## src/ccs_pkg.sv

```systemverilog
package ccs_pkg;
	// supervision inputs, one bit per monitored condition
	typedef struct packed {
		logic vcc_over;
		logic vcc_under;
		logic bat_over;
		logic bat_under;
	} ccs_flt_t;

	// card supply control states, gray coded along off-on-down and off-min; down-off changes both bits
	typedef enum logic [1:0] {
		CCS_OFF  = 2'b00,
		CCS_ON   = 2'b01,
		CCS_DOWN = 2'b11,
		CCS_MIN  = 2'b10
	} ccs_pwr_t;

	localparam int CLK_PERIOD_NS = 50;
	// length of the card power-down sequence
	localparam int PDN_TIME_NS   = 200;
	localparam int PDN_CYC       =
		(PDN_TIME_NS + CLK_PERIOD_NS - 1) / CLK_PERIOD_NS;
	localparam logic [3:0] PDN_CNT_LAST = 4'(PDN_CYC - 1);
	localparam logic [3:0] PDN_CNT_RST  = 4'h0;
	localparam int SYNC_W = 11;
endpackage

```

## src/ccs_coupler.sv

```systemverilog
`timescale 1ns/10ps

// two-stage synchroniser for pin inputs
module ccs_sync #(
	parameter int W = 1
) (
	input  wire logic         i_mclk, // system clock
	input  wire logic         i_nrst, // async reset, low
	input  wire logic [W-1:0] i_d,    // asynchronous input
	output logic      [W-1:0] o_q     // synchronised output
);
	logic [W-1:0] meta;

	// first stage feeds only the second
	always_ff @(posedge i_mclk or negedge i_nrst)
		if (!i_nrst)
		begin
			meta <= '0;
			o_q  <= '0;
		end
		else
		begin
			meta <= i_d;
			o_q  <= meta;
		end
endmodule

module ccs_coupler
	import ccs_pkg::*;
(
	input  wire logic     i_mclk,               // 20 MHz clock
	input  wire logic     i_nrst,               // async reset, low
	input  wire logic     i_sel_n,              // coupler select, low
	input  wire logic     i_card_power_request, // supply request
	input  wire logic     i_prog_n,             // programming, low
	input  wire logic     i_host_data,          // host data level
	input  wire logic     i_host_reset,         // host reset level
	input  wire logic     i_clock_run,          // clock run program
	input  wire logic     i_card_presence_sense,// card present, high
	input  wire ccs_flt_t i_flt,                // analog monitors
	output logic          o_host_in_en,         // host inputs live
	output logic          o_status,             // status, high ok
	output logic          o_status_oe_n,        // status enable, low
	output logic          o_attn_n,             // attention, low
	output logic          o_card_data_line,     // card data level
	output logic          o_card_reset_line,    // card reset level
	output logic          o_card_clock_en,      // card clock running
	output logic          o_card_supply,        // supply converter on
	output logic          o_sub_en              // non-minimum parts on
);
	logic [SYNC_W-1:0] sync_q;
	logic              s_sel_n;
	logic              s_pwr;
	logic              s_prog_n;
	logic              s_hdata;
	logic              s_hrst;
	logic              s_clk_run;
	logic              s_present;
	ccs_flt_t          s_flt;
	logic              sel_q;
	logic              pwr_q;
	logic              present_q;
	logic              selected;
	logic              sel_rise;
	logic              pwr_rise;
	logic              pwr_fall;
	logic              bat_fault;
	logic              vcc_fault;
	logic              attn_set;
	logic              attn_clr;
	logic              attn;
	logic              fault_hold;
	logic              clk_run;
	logic [3:0]        pdn_cnt;
	ccs_pwr_t          state;
	ccs_pwr_t          next_state;

	// every pin passes two flip-flops
	ccs_sync #(.W(SYNC_W)) u_sync (
		.i_mclk (i_mclk),
		.i_nrst (i_nrst),
		.i_d    ({i_sel_n, i_card_power_request, i_prog_n, i_host_data,
			i_host_reset, i_clock_run, i_card_presence_sense, i_flt}),
		.o_q    (sync_q)
	);
	assign {s_sel_n, s_pwr, s_prog_n, s_hdata, s_hrst, s_clk_run,
		s_present, s_flt} = sync_q;

	// edge history of select, power request and presence
	always_ff @(posedge i_mclk or negedge i_nrst)
		if (!i_nrst)
		begin
			sel_q     <= 1'b1;
			pwr_q     <= 1'b0;
			present_q <= 1'b0;
		end
		else
		begin
			sel_q     <= s_sel_n;
			pwr_q     <= s_pwr;
			present_q <= s_present;
		end

	// decoded events
	assign selected  = ~s_sel_n;
	assign sel_rise  = s_sel_n & ~sel_q;
	assign pwr_rise  = s_pwr & ~pwr_q;
	assign pwr_fall  = ~s_pwr & pwr_q;
	assign bat_fault = s_flt.bat_over | s_flt.bat_under;
	assign vcc_fault = s_flt.vcc_over | s_flt.vcc_under;

	// host-side pins live only while selected
	assign o_host_in_en  = selected;
	assign o_status_oe_n = s_sel_n;

	// card data (not while programming) and reset follow host only when on and selected; low when not on, data high in reset; else hold
	always_ff @(posedge i_mclk or negedge i_nrst)
		if (!i_nrst)
		begin
			o_card_data_line  <= 1'b1;
			o_card_reset_line <= 1'b0;
		end
		else if (state != CCS_ON)
		begin
			o_card_data_line  <= 1'b0; // line grounded when unpowered
			o_card_reset_line <= 1'b0;
		end
		else if (selected)
		begin
			if (s_prog_n)
				o_card_data_line <= s_hdata;
			o_card_reset_line <= s_hrst;
		end

	// clock run state programmed only while selected and programming
	always_ff @(posedge i_mclk or negedge i_nrst)
		if (!i_nrst)
			clk_run <= 1'b0;
		else if (selected && !s_prog_n)
			clk_run <= s_clk_run;

	// clock and supply independent of select
	assign o_card_clock_en = clk_run & (state == CCS_ON);
	assign o_card_supply   = (state == CCS_ON);
	assign o_sub_en        = (state != CCS_MIN);

	// supply control
	always_comb
	begin
		next_state = state;
		case (state)
			CCS_OFF:
				if (selected && pwr_rise && !bat_fault)
					next_state = CCS_ON;
				else if (s_sel_n && s_hdata && !attn && !s_present)
					next_state = CCS_MIN;
			CCS_ON:
				if (bat_fault)
					next_state = CCS_DOWN;
				else if (selected && pwr_fall)
					next_state = CCS_DOWN;
			CCS_DOWN:
				if (pdn_cnt == PDN_CNT_LAST)
					next_state = CCS_OFF;
			CCS_MIN:
				if (s_present || selected)
					next_state = CCS_OFF;
			default:
				next_state = CCS_OFF;
		endcase
	end

	always_ff @(posedge i_mclk or negedge i_nrst)
		if (!i_nrst)
			state <= CCS_OFF;
		else
			state <= next_state;

	// power-down sequence length
	always_ff @(posedge i_mclk or negedge i_nrst)
		if (!i_nrst)
			pdn_cnt <= PDN_CNT_RST;
		else if (state == CCS_DOWN)
			pdn_cnt <= pdn_cnt + 4'h1;
		else
			pdn_cnt <= PDN_CNT_RST;

	// status follows faults; reading never clears it
	always_ff @(posedge i_mclk or negedge i_nrst)
		if (!i_nrst)
			fault_hold <= 1'b0;
		else
			fault_hold <= vcc_fault | bat_fault;

	assign o_status = ~fault_hold;

	// attention on card change or supply overload, set wins
	assign attn_set = (s_present ^ present_q) |
		(s_flt.vcc_under & (state == CCS_ON));
	assign attn_clr = sel_rise | (selected & pwr_rise);

	always_ff @(posedge i_mclk or negedge i_nrst)
		if (!i_nrst)
			attn <= 1'b0;
		else if (attn_set)
			attn <= 1'b1;
		else if (attn_clr)
			attn <= 1'b0;

	assign o_attn_n = ~attn;
endmodule

```

## config.mk

```make
export PLATFORM = sky130hd
export DESIGN_NAME = ccs_coupler
export DESIGN_NICKNAME = d
export VERILOG_FILES = /design/src/ccs_pkg.sv /design/src/ccs_coupler.sv
export SDC_FILE = /design/constraint.sdc
export NUM_CORES = 1
export LEC_CHECK = 0
export ABC_AREA = 1
export BUFFER_PORTS_ARGS = -buffer_cell sky130_fd_sc_hd__buf_2
export CORE_MARGIN = 8
export CORE_UTILIZATION = 39
export CTS_BUF_LIST = sky130_fd_sc_hd__clkbuf_16
export CTS_CLUSTER_DIAMETER = 200
export CTS_CLUSTER_SIZE = 40
export DETAILED_ROUTE_END_ITERATION = 16
export PLACE_DENSITY_LB_ADDON = 0.2
export SKIP_CTS_REPAIR_TIMING = 1
export SKIP_LAST_GASP = 1
export SYNTH_ARGS = -nofsm -noshare
export SYNTH_HDL_FRONTEND = slang
export SYNTH_HIERARCHICAL = 1
export SYNTH_SLANG_ARGS = --single-unit
```

## constraint.sdc

```tcl
create_clock -name i_mclk -period 1.4 [get_ports i_mclk]
set_input_delay 0.14 -clock i_mclk [delete_from_list [all_inputs] [get_ports i_mclk]]
set_output_delay 0.14 -clock i_mclk [all_outputs]
set_load 0.01 [all_outputs]
```

======== After elaboration in Yosys (flattened, before gate mapping) ========
Index checks and enable logic that the tools add are counted.
word-level totals
  output and inout bits ................... 9
  logic and storage cells ................. 74
  register bits ........................... 36
  input bits .............................. 13
operators by class
  muxes and demuxes ....................... 15
  reductions and logical operators ........ 17
  equal/unequal tests ..................... 11
  $add $sub $neg .......................... 1
  bitwise logic cells ..................... 18
operator list
  operator                                                                 count
  2-bit 2-to-1 mux                                                         6
  2-bit inequality test, second input constant                             4
  2-bit case mux with 4 select lines                                       1
  1-bit logical AND                                                        7
  1-bit 2-to-1 mux                                                         7
  1-bit AND                                                                6
  1-bit inverter                                                           6
  1-bit bitwise OR                                                         5
  4-bit by 1-bit adder with 4-bit output, second input constant            1
  2-bit == test, second input constant                                     2
  4-bit by 2-bit == test with 1-bit output, second input constant          1
  1-bit logical NOT                                                        4
  4-bit 2-to-1 mux                                                         1
  4-bit AND reduction                                                      1
  2-bit nonzero test                                                       2
  3-bit by 1-bit inequality test with 1-bit output, second input constant  1
  3-bit inequality test, second input constant                             1
  2-bit by 1-bit == test with 1-bit output, second input constant          1
  2-bit logical NOT                                                        1
  2-bit by 1-bit inequality test with 1-bit output, second input constant  1
  2-bit AND reduction                                                      1
  1-bit logical OR                                                         1
  1-bit XOR                                                                1

======== Depth between registers and ports, before layout ========
  depth in word-level cells ............... 6
  gate-level depth with buffers ........... 7
  mapped depth without buffers ............ 7

======== Hierarchy ========
The synthesis kept the hierarchy.
by module, submodules not included
  module       seq. area each (um^2)  area an instance (um^2)  cells an instance  instances
  ccs_coupler  352.8                  705.7                    85                 1
  ccs_sync     550.5                  550.5                    22                 1

======== Worst setup path before layout ========
Ideal clock, no wire load.
  kind .................................... flip-flop to flip-flop
  start point ............................. register u_sync.o_q[10]
  end point ............................... register state[0]
  clock period less this slack ............ 1.081 ns
  data required time ...................... 1.281 ns
  path slack .............................. 0.319 ns
  path buffers ............................ 0
  stages on the path, launching flop included .. 8
  setup time .............................. 0.119 ns
  arrival time ............................ 0.962 ns
  path through ............................ dfrtp_1 inv_2 nor2_4 nand2_1 nand2_1 nor2_2 nand3_1 nand2_1
between the ends
  longest elaborated chain between the ends .. 5
ends and longest elaborated chain
  what                                                                                        RTL line            RTL
  from (decl)                                                                                 ccs_coupler.sv:10   output logic [W-1:0] o_q
  from (signal assigned)                                                                      ccs_coupler.sv:24   o_q <= meta;
  1-bit inverter (*)                                                                          ccs_coupler.sv:105  assign selected = ~s_sel_n;
  named net o_host_in_en                                                                      ccs_coupler.sv:41   output logic o_host_in_en,
  1-bit logical AND (2 in a row)                                                              ccs_coupler.sv:153  if (selected && pwr_rise && !bat_fault)
  3-bit inequality test (no source line) or 2-bit 2-to-1 mux (tied branches)                  --
  4-bit AND reduction (no source line) or 2-bit case mux with 4 select lines (tied branches)  --
  to (signal assigned)                                                                        ccs_coupler.sv:177  state <= next_state;
  to (decl)                                                                                   ccs_coupler.sv:75   ccs_pwr_t state;
Mark *: on every way through the listed nets, which the timed path passes. The rest lies on a longest branch.
A chain may end at the register's enable or synchronous reset.

======== Worst setup path after layout ========
  start point ............................. register state[1]
  end point ............................... output o_card_clock_en
between the ends
  longest elaborated chain between the ends .. 2
ends and longest elaborated chain
  what                                      RTL line            RTL
  2-bit by 1-bit == test with 1-bit output  ccs_coupler.sv:143  assign o_card_clock_en = clk_run & (state == CCS_ON);
  1-bit AND                                 ccs_coupler.sv:143
  to (decl)                                 ccs_coupler.sv:47   output logic o_card_clock_en,
No other way between the ends.

==> results.sh <==
export IMPL_switching_share_pct=22.76
export IMPL_die_w_um=72.76
export IMPL_pwr_share_clk_pct=41.4
export IMPL_critPathLaunchType="flip-flop"
export IMPL_yosysSeqAreaShare_pct=71.91
export IMPL_grt_max_degree=37
export IMPL_track_usage_pct=9.583
export IMPL_clkLatencyLatePin_ns=0.28
export IMPL_startpoint="state[1]$_DFFE_PN0P_"
export IMPL_fmax_mhz=773.4
export IMPL_layout_commonest_cell="dfrtp_1"
export IMPL_fin_tns_setup_ns=0
export IMPL_cts_htree_levels=2
export IMPL_totalWireLength_mm=2.151
export IMPL_yosysWarnings=6
export IMPL_critical_path_endpoint_type="output pin"
export IMPL_worstPathCellList="nor2_4 > inv_2 > nor2_1 > buf_2"
export IMPL_worstMarginPinSlew_ns=0.2513
export IMPL_synth_top_family_by_area="simple AND/OR/NAND/NOR gates"
export IMPL_max_clock_path_buffers=2
export IMPL_cts_made_buffers=5
export IMPL_hp_class="reg -> reg"
export IMPL_synthesis_nets=121
export IMPL_routabilityCongestion=0.8721
export IMPL_hp_start="u_sync/meta[10]$_DFF_PN0_"
export IMPL_ant_nets=0
export IMPL_hpwl_mm=1.464
export IMPL_port_buffer_count=21
export IMPL_grt_use_met2_pct=15.41
export IMPL_cts_tree="built"
export IMPL_drt_iter0_drc=23
export IMPL_area_growth_pct=36.85
export IMPL_muxShareOfSynthArea_pct=0
export IMPL_grt_busiest_layer="met2"
export IMPL_r2r_start="state[1]$_DFFE_PN0P_"
export IMPL_dieHeight_um=72.76
export IMPL_io_pins=22
export IMPL_status="finished, final reports clean"
export IMPL_cpMaxStageDelayCell="dfrtp_1"
export IMPL_syn_inst=107
export IMPL_viasPerCell=4.158
export IMPL_syn_area_um2=1256
export IMPL_synth_area_per_cell_um2=11.74
export IMPL_crit_arrival_ns=1.15
export IMPL_ir_worst_vdd_v=0.0008844
export IMPL_met1_usage_pct=9.500
export IMPL_cts_root_buf="clkbuf_16"
export IMPL_p_int_mw=1.860
export IMPL_vias=815
export IMPL_seq_power_share_pct=47.7
export IMPL_cp_max_fo=4
export IMPL_wl_per_cell_um=10.97
export IMPL_comb_power_share_pct=10.8
export IMPL_relSlewSlack_pct=83.25
export IMPL_most_common_layout_cells="34 x dfrtp_1, 21 x buf_2, 16 x nand2_1"
export IMPL_skew_ns=0.004333
export IMPL_initial_core_util_pct=41.15
export IMPL_drt_pass1_iterations=4
export IMPL_first_global_vias=831
export IMPL_grt_util_met3_pct=5.082
export IMPL_synth_adder_area_share_pct=0.9960
export IMPL_r2r_slack_ns=0.25
export IMPL_core_um2=3053
export IMPL_rsz0062_at_grt="false"
export IMPL_antenna_found_initial=0
export IMPL_grt_pass1_wl_mm=3.719
export IMPL_grt_ovfl_total=0
export IMPL_fin_crit_ns=1.293
export IMPL_setup_viol=0
export IMPL_path_clk_slew_ns=0.05
export IMPL_total_power_mw=2.408
export IMPL_cts_sinks=36
export IMPL_diodes=0
export IMPL_maxSlewViolCount=0
export IMPL_ys_types=19
export IMPL_dieArea_um2=5293
export IMPL_synthSimpleGateAreaFrac_pct=18.63
export IMPL_drc_errors=0
export IMPL_criticalPathCategory="reg -> out"
export IMPL_fill_cells=276
export IMPL_fin_crit_sh_pct=92.36
export IMPL_fin_nets=166
export IMPL_synth_compound_area_share_pct=3.586
export IMPL_switching_power_uw=548.2
export IMPL_ys_ff_latch=36
export IMPL_drive_gt1_share_pct=29.61
export IMPL_std_cell_rows=20
export IMPL_cp_required_ns=1.26
export IMPL_cap_violations=0
export IMPL_p_leak_nw=0.8573
export IMPL_slowest_delay_ns=0.43
export IMPL_finalHoldViolCount=0
export IMPL_power_density_nw_per_um2=1401
export IMPL_synth_xor_area_share_pct=0.6972
==> cell type report <==
cell class	instances	area (µm²)	area share [%]
repair buffers	38	275.3	16.01
clock buffers	5	125.1	7.278
clock inverters	2	7.507	0.4367
flip-flops and latches	36	903.4	52.55
inverters	14	52.55	3.057
well taps	44	55.05	3.202
multi-input cells	57	300.3	17.47
==> flip-flops by register name (all words and copies together), names as in the netlist, 2 cells and up <==
| register | flops |
|---|---|
| u_sync/meta | 11 |
| state | 2 |
| pdn_cnt | 4 |
| u_sync/o_q | 11 |
==> metal layers <==
layer	share of wire, %	up-vias
li1	-	418
met1	41	374
met2	50	17
met3	6.0	6
met4	2.6	0
met5	0	-
==> per-stage QoR <==
stage / util (%) / area [µm²] / hold WS [ns] / std cells / setup slack, ns
final: 56.31 / 1719 / 0.3405 / 196 / 0.1070
after detailed placement: 47.05 / 1436 / 0.1245 / 173 / 0.2793
after CTS: 51.39 / 1569 / -0.1797 / 180 / -0.01012
after global placement: 47.05 / 1436 / 0.1094 / 173 / 0.2939
after global routing: 56.31 / 1719 / 0.3524 / 196 / 0.008889
after floorplan: - / 1256 / -0.1556 / 107 / 0.3195
==> critical path: cells and delay by family (launching register included) <==
| family | cells | cell delay, ns |
|---|---|---|
| flops | 1 | 0.43 |
| buf+inv | 2 | 0.21 |
| simple gates | 2 | 0.24 |
==> kinds of logic after synthesis <==
| family | after synthesis |
|---|---|
| AND/OR/NAND/NOR | 46 |
| flip-flops | 36 |
| buffers and inverters | 14 |
| AO/OA/AOI/OAI | 9 |
| XOR/XNOR | 1 |
| adder cells (fa/ha/maj) | 1 |
==> power by group through the flow <==
stage                     Combinational (mW)  Clock [mW]  Sequential, mW
final                                  0.261       0.998            1.15
after global routing                   0.302        1.07            1.16
after CTS                              0.225        1.03            1.15
after detailed placement               0.225           0            1.17
after global placement                 0.224           0            1.16
after floorplan                        0.135           0            1.16
==> final timing paths <==
kind                       cells after the start                  endpoint
setup / recovery                               4           o_card_clock_en
hold / removal                                 0  u_sync/o_q[10]$_DFF_PN0_
setup reg to reg                               7      state[1]$_DFFE_PN0P_
hold reg to reg                                0  u_sync/o_q[10]$_DFF_PN0_
max in group asynchronous                      3           sel_q$_DFF_PN1_
min in group asynchronous                      3  u_sync/meta[2]$_DFF_PN0_
==> synth_stat cells <==
master	number	share of area (%)
o21ai_1	1	0.40
nand2_4	1	0.90
dfstp_2	2	4.2
inv_1	10	3.0
nor2_1	14	4.2
nor2_2	1	0.50
nor3b_1	1	0.60
nand3_1	6	2.4
nand3_2	1	0.80
o21ai_0	4	1.6
nand2_2	1	0.50
ha_1	1	1.0
xor2_1	1	0.70
a21oi_1	4	1.6
dfrtp_1	34	68
inv_2	4	1.2
nand2_1	16	4.8
nor2_4	4	3.6
nor3_1	1	0.40
Note: power is estimated with default switching activity, not from simulation.
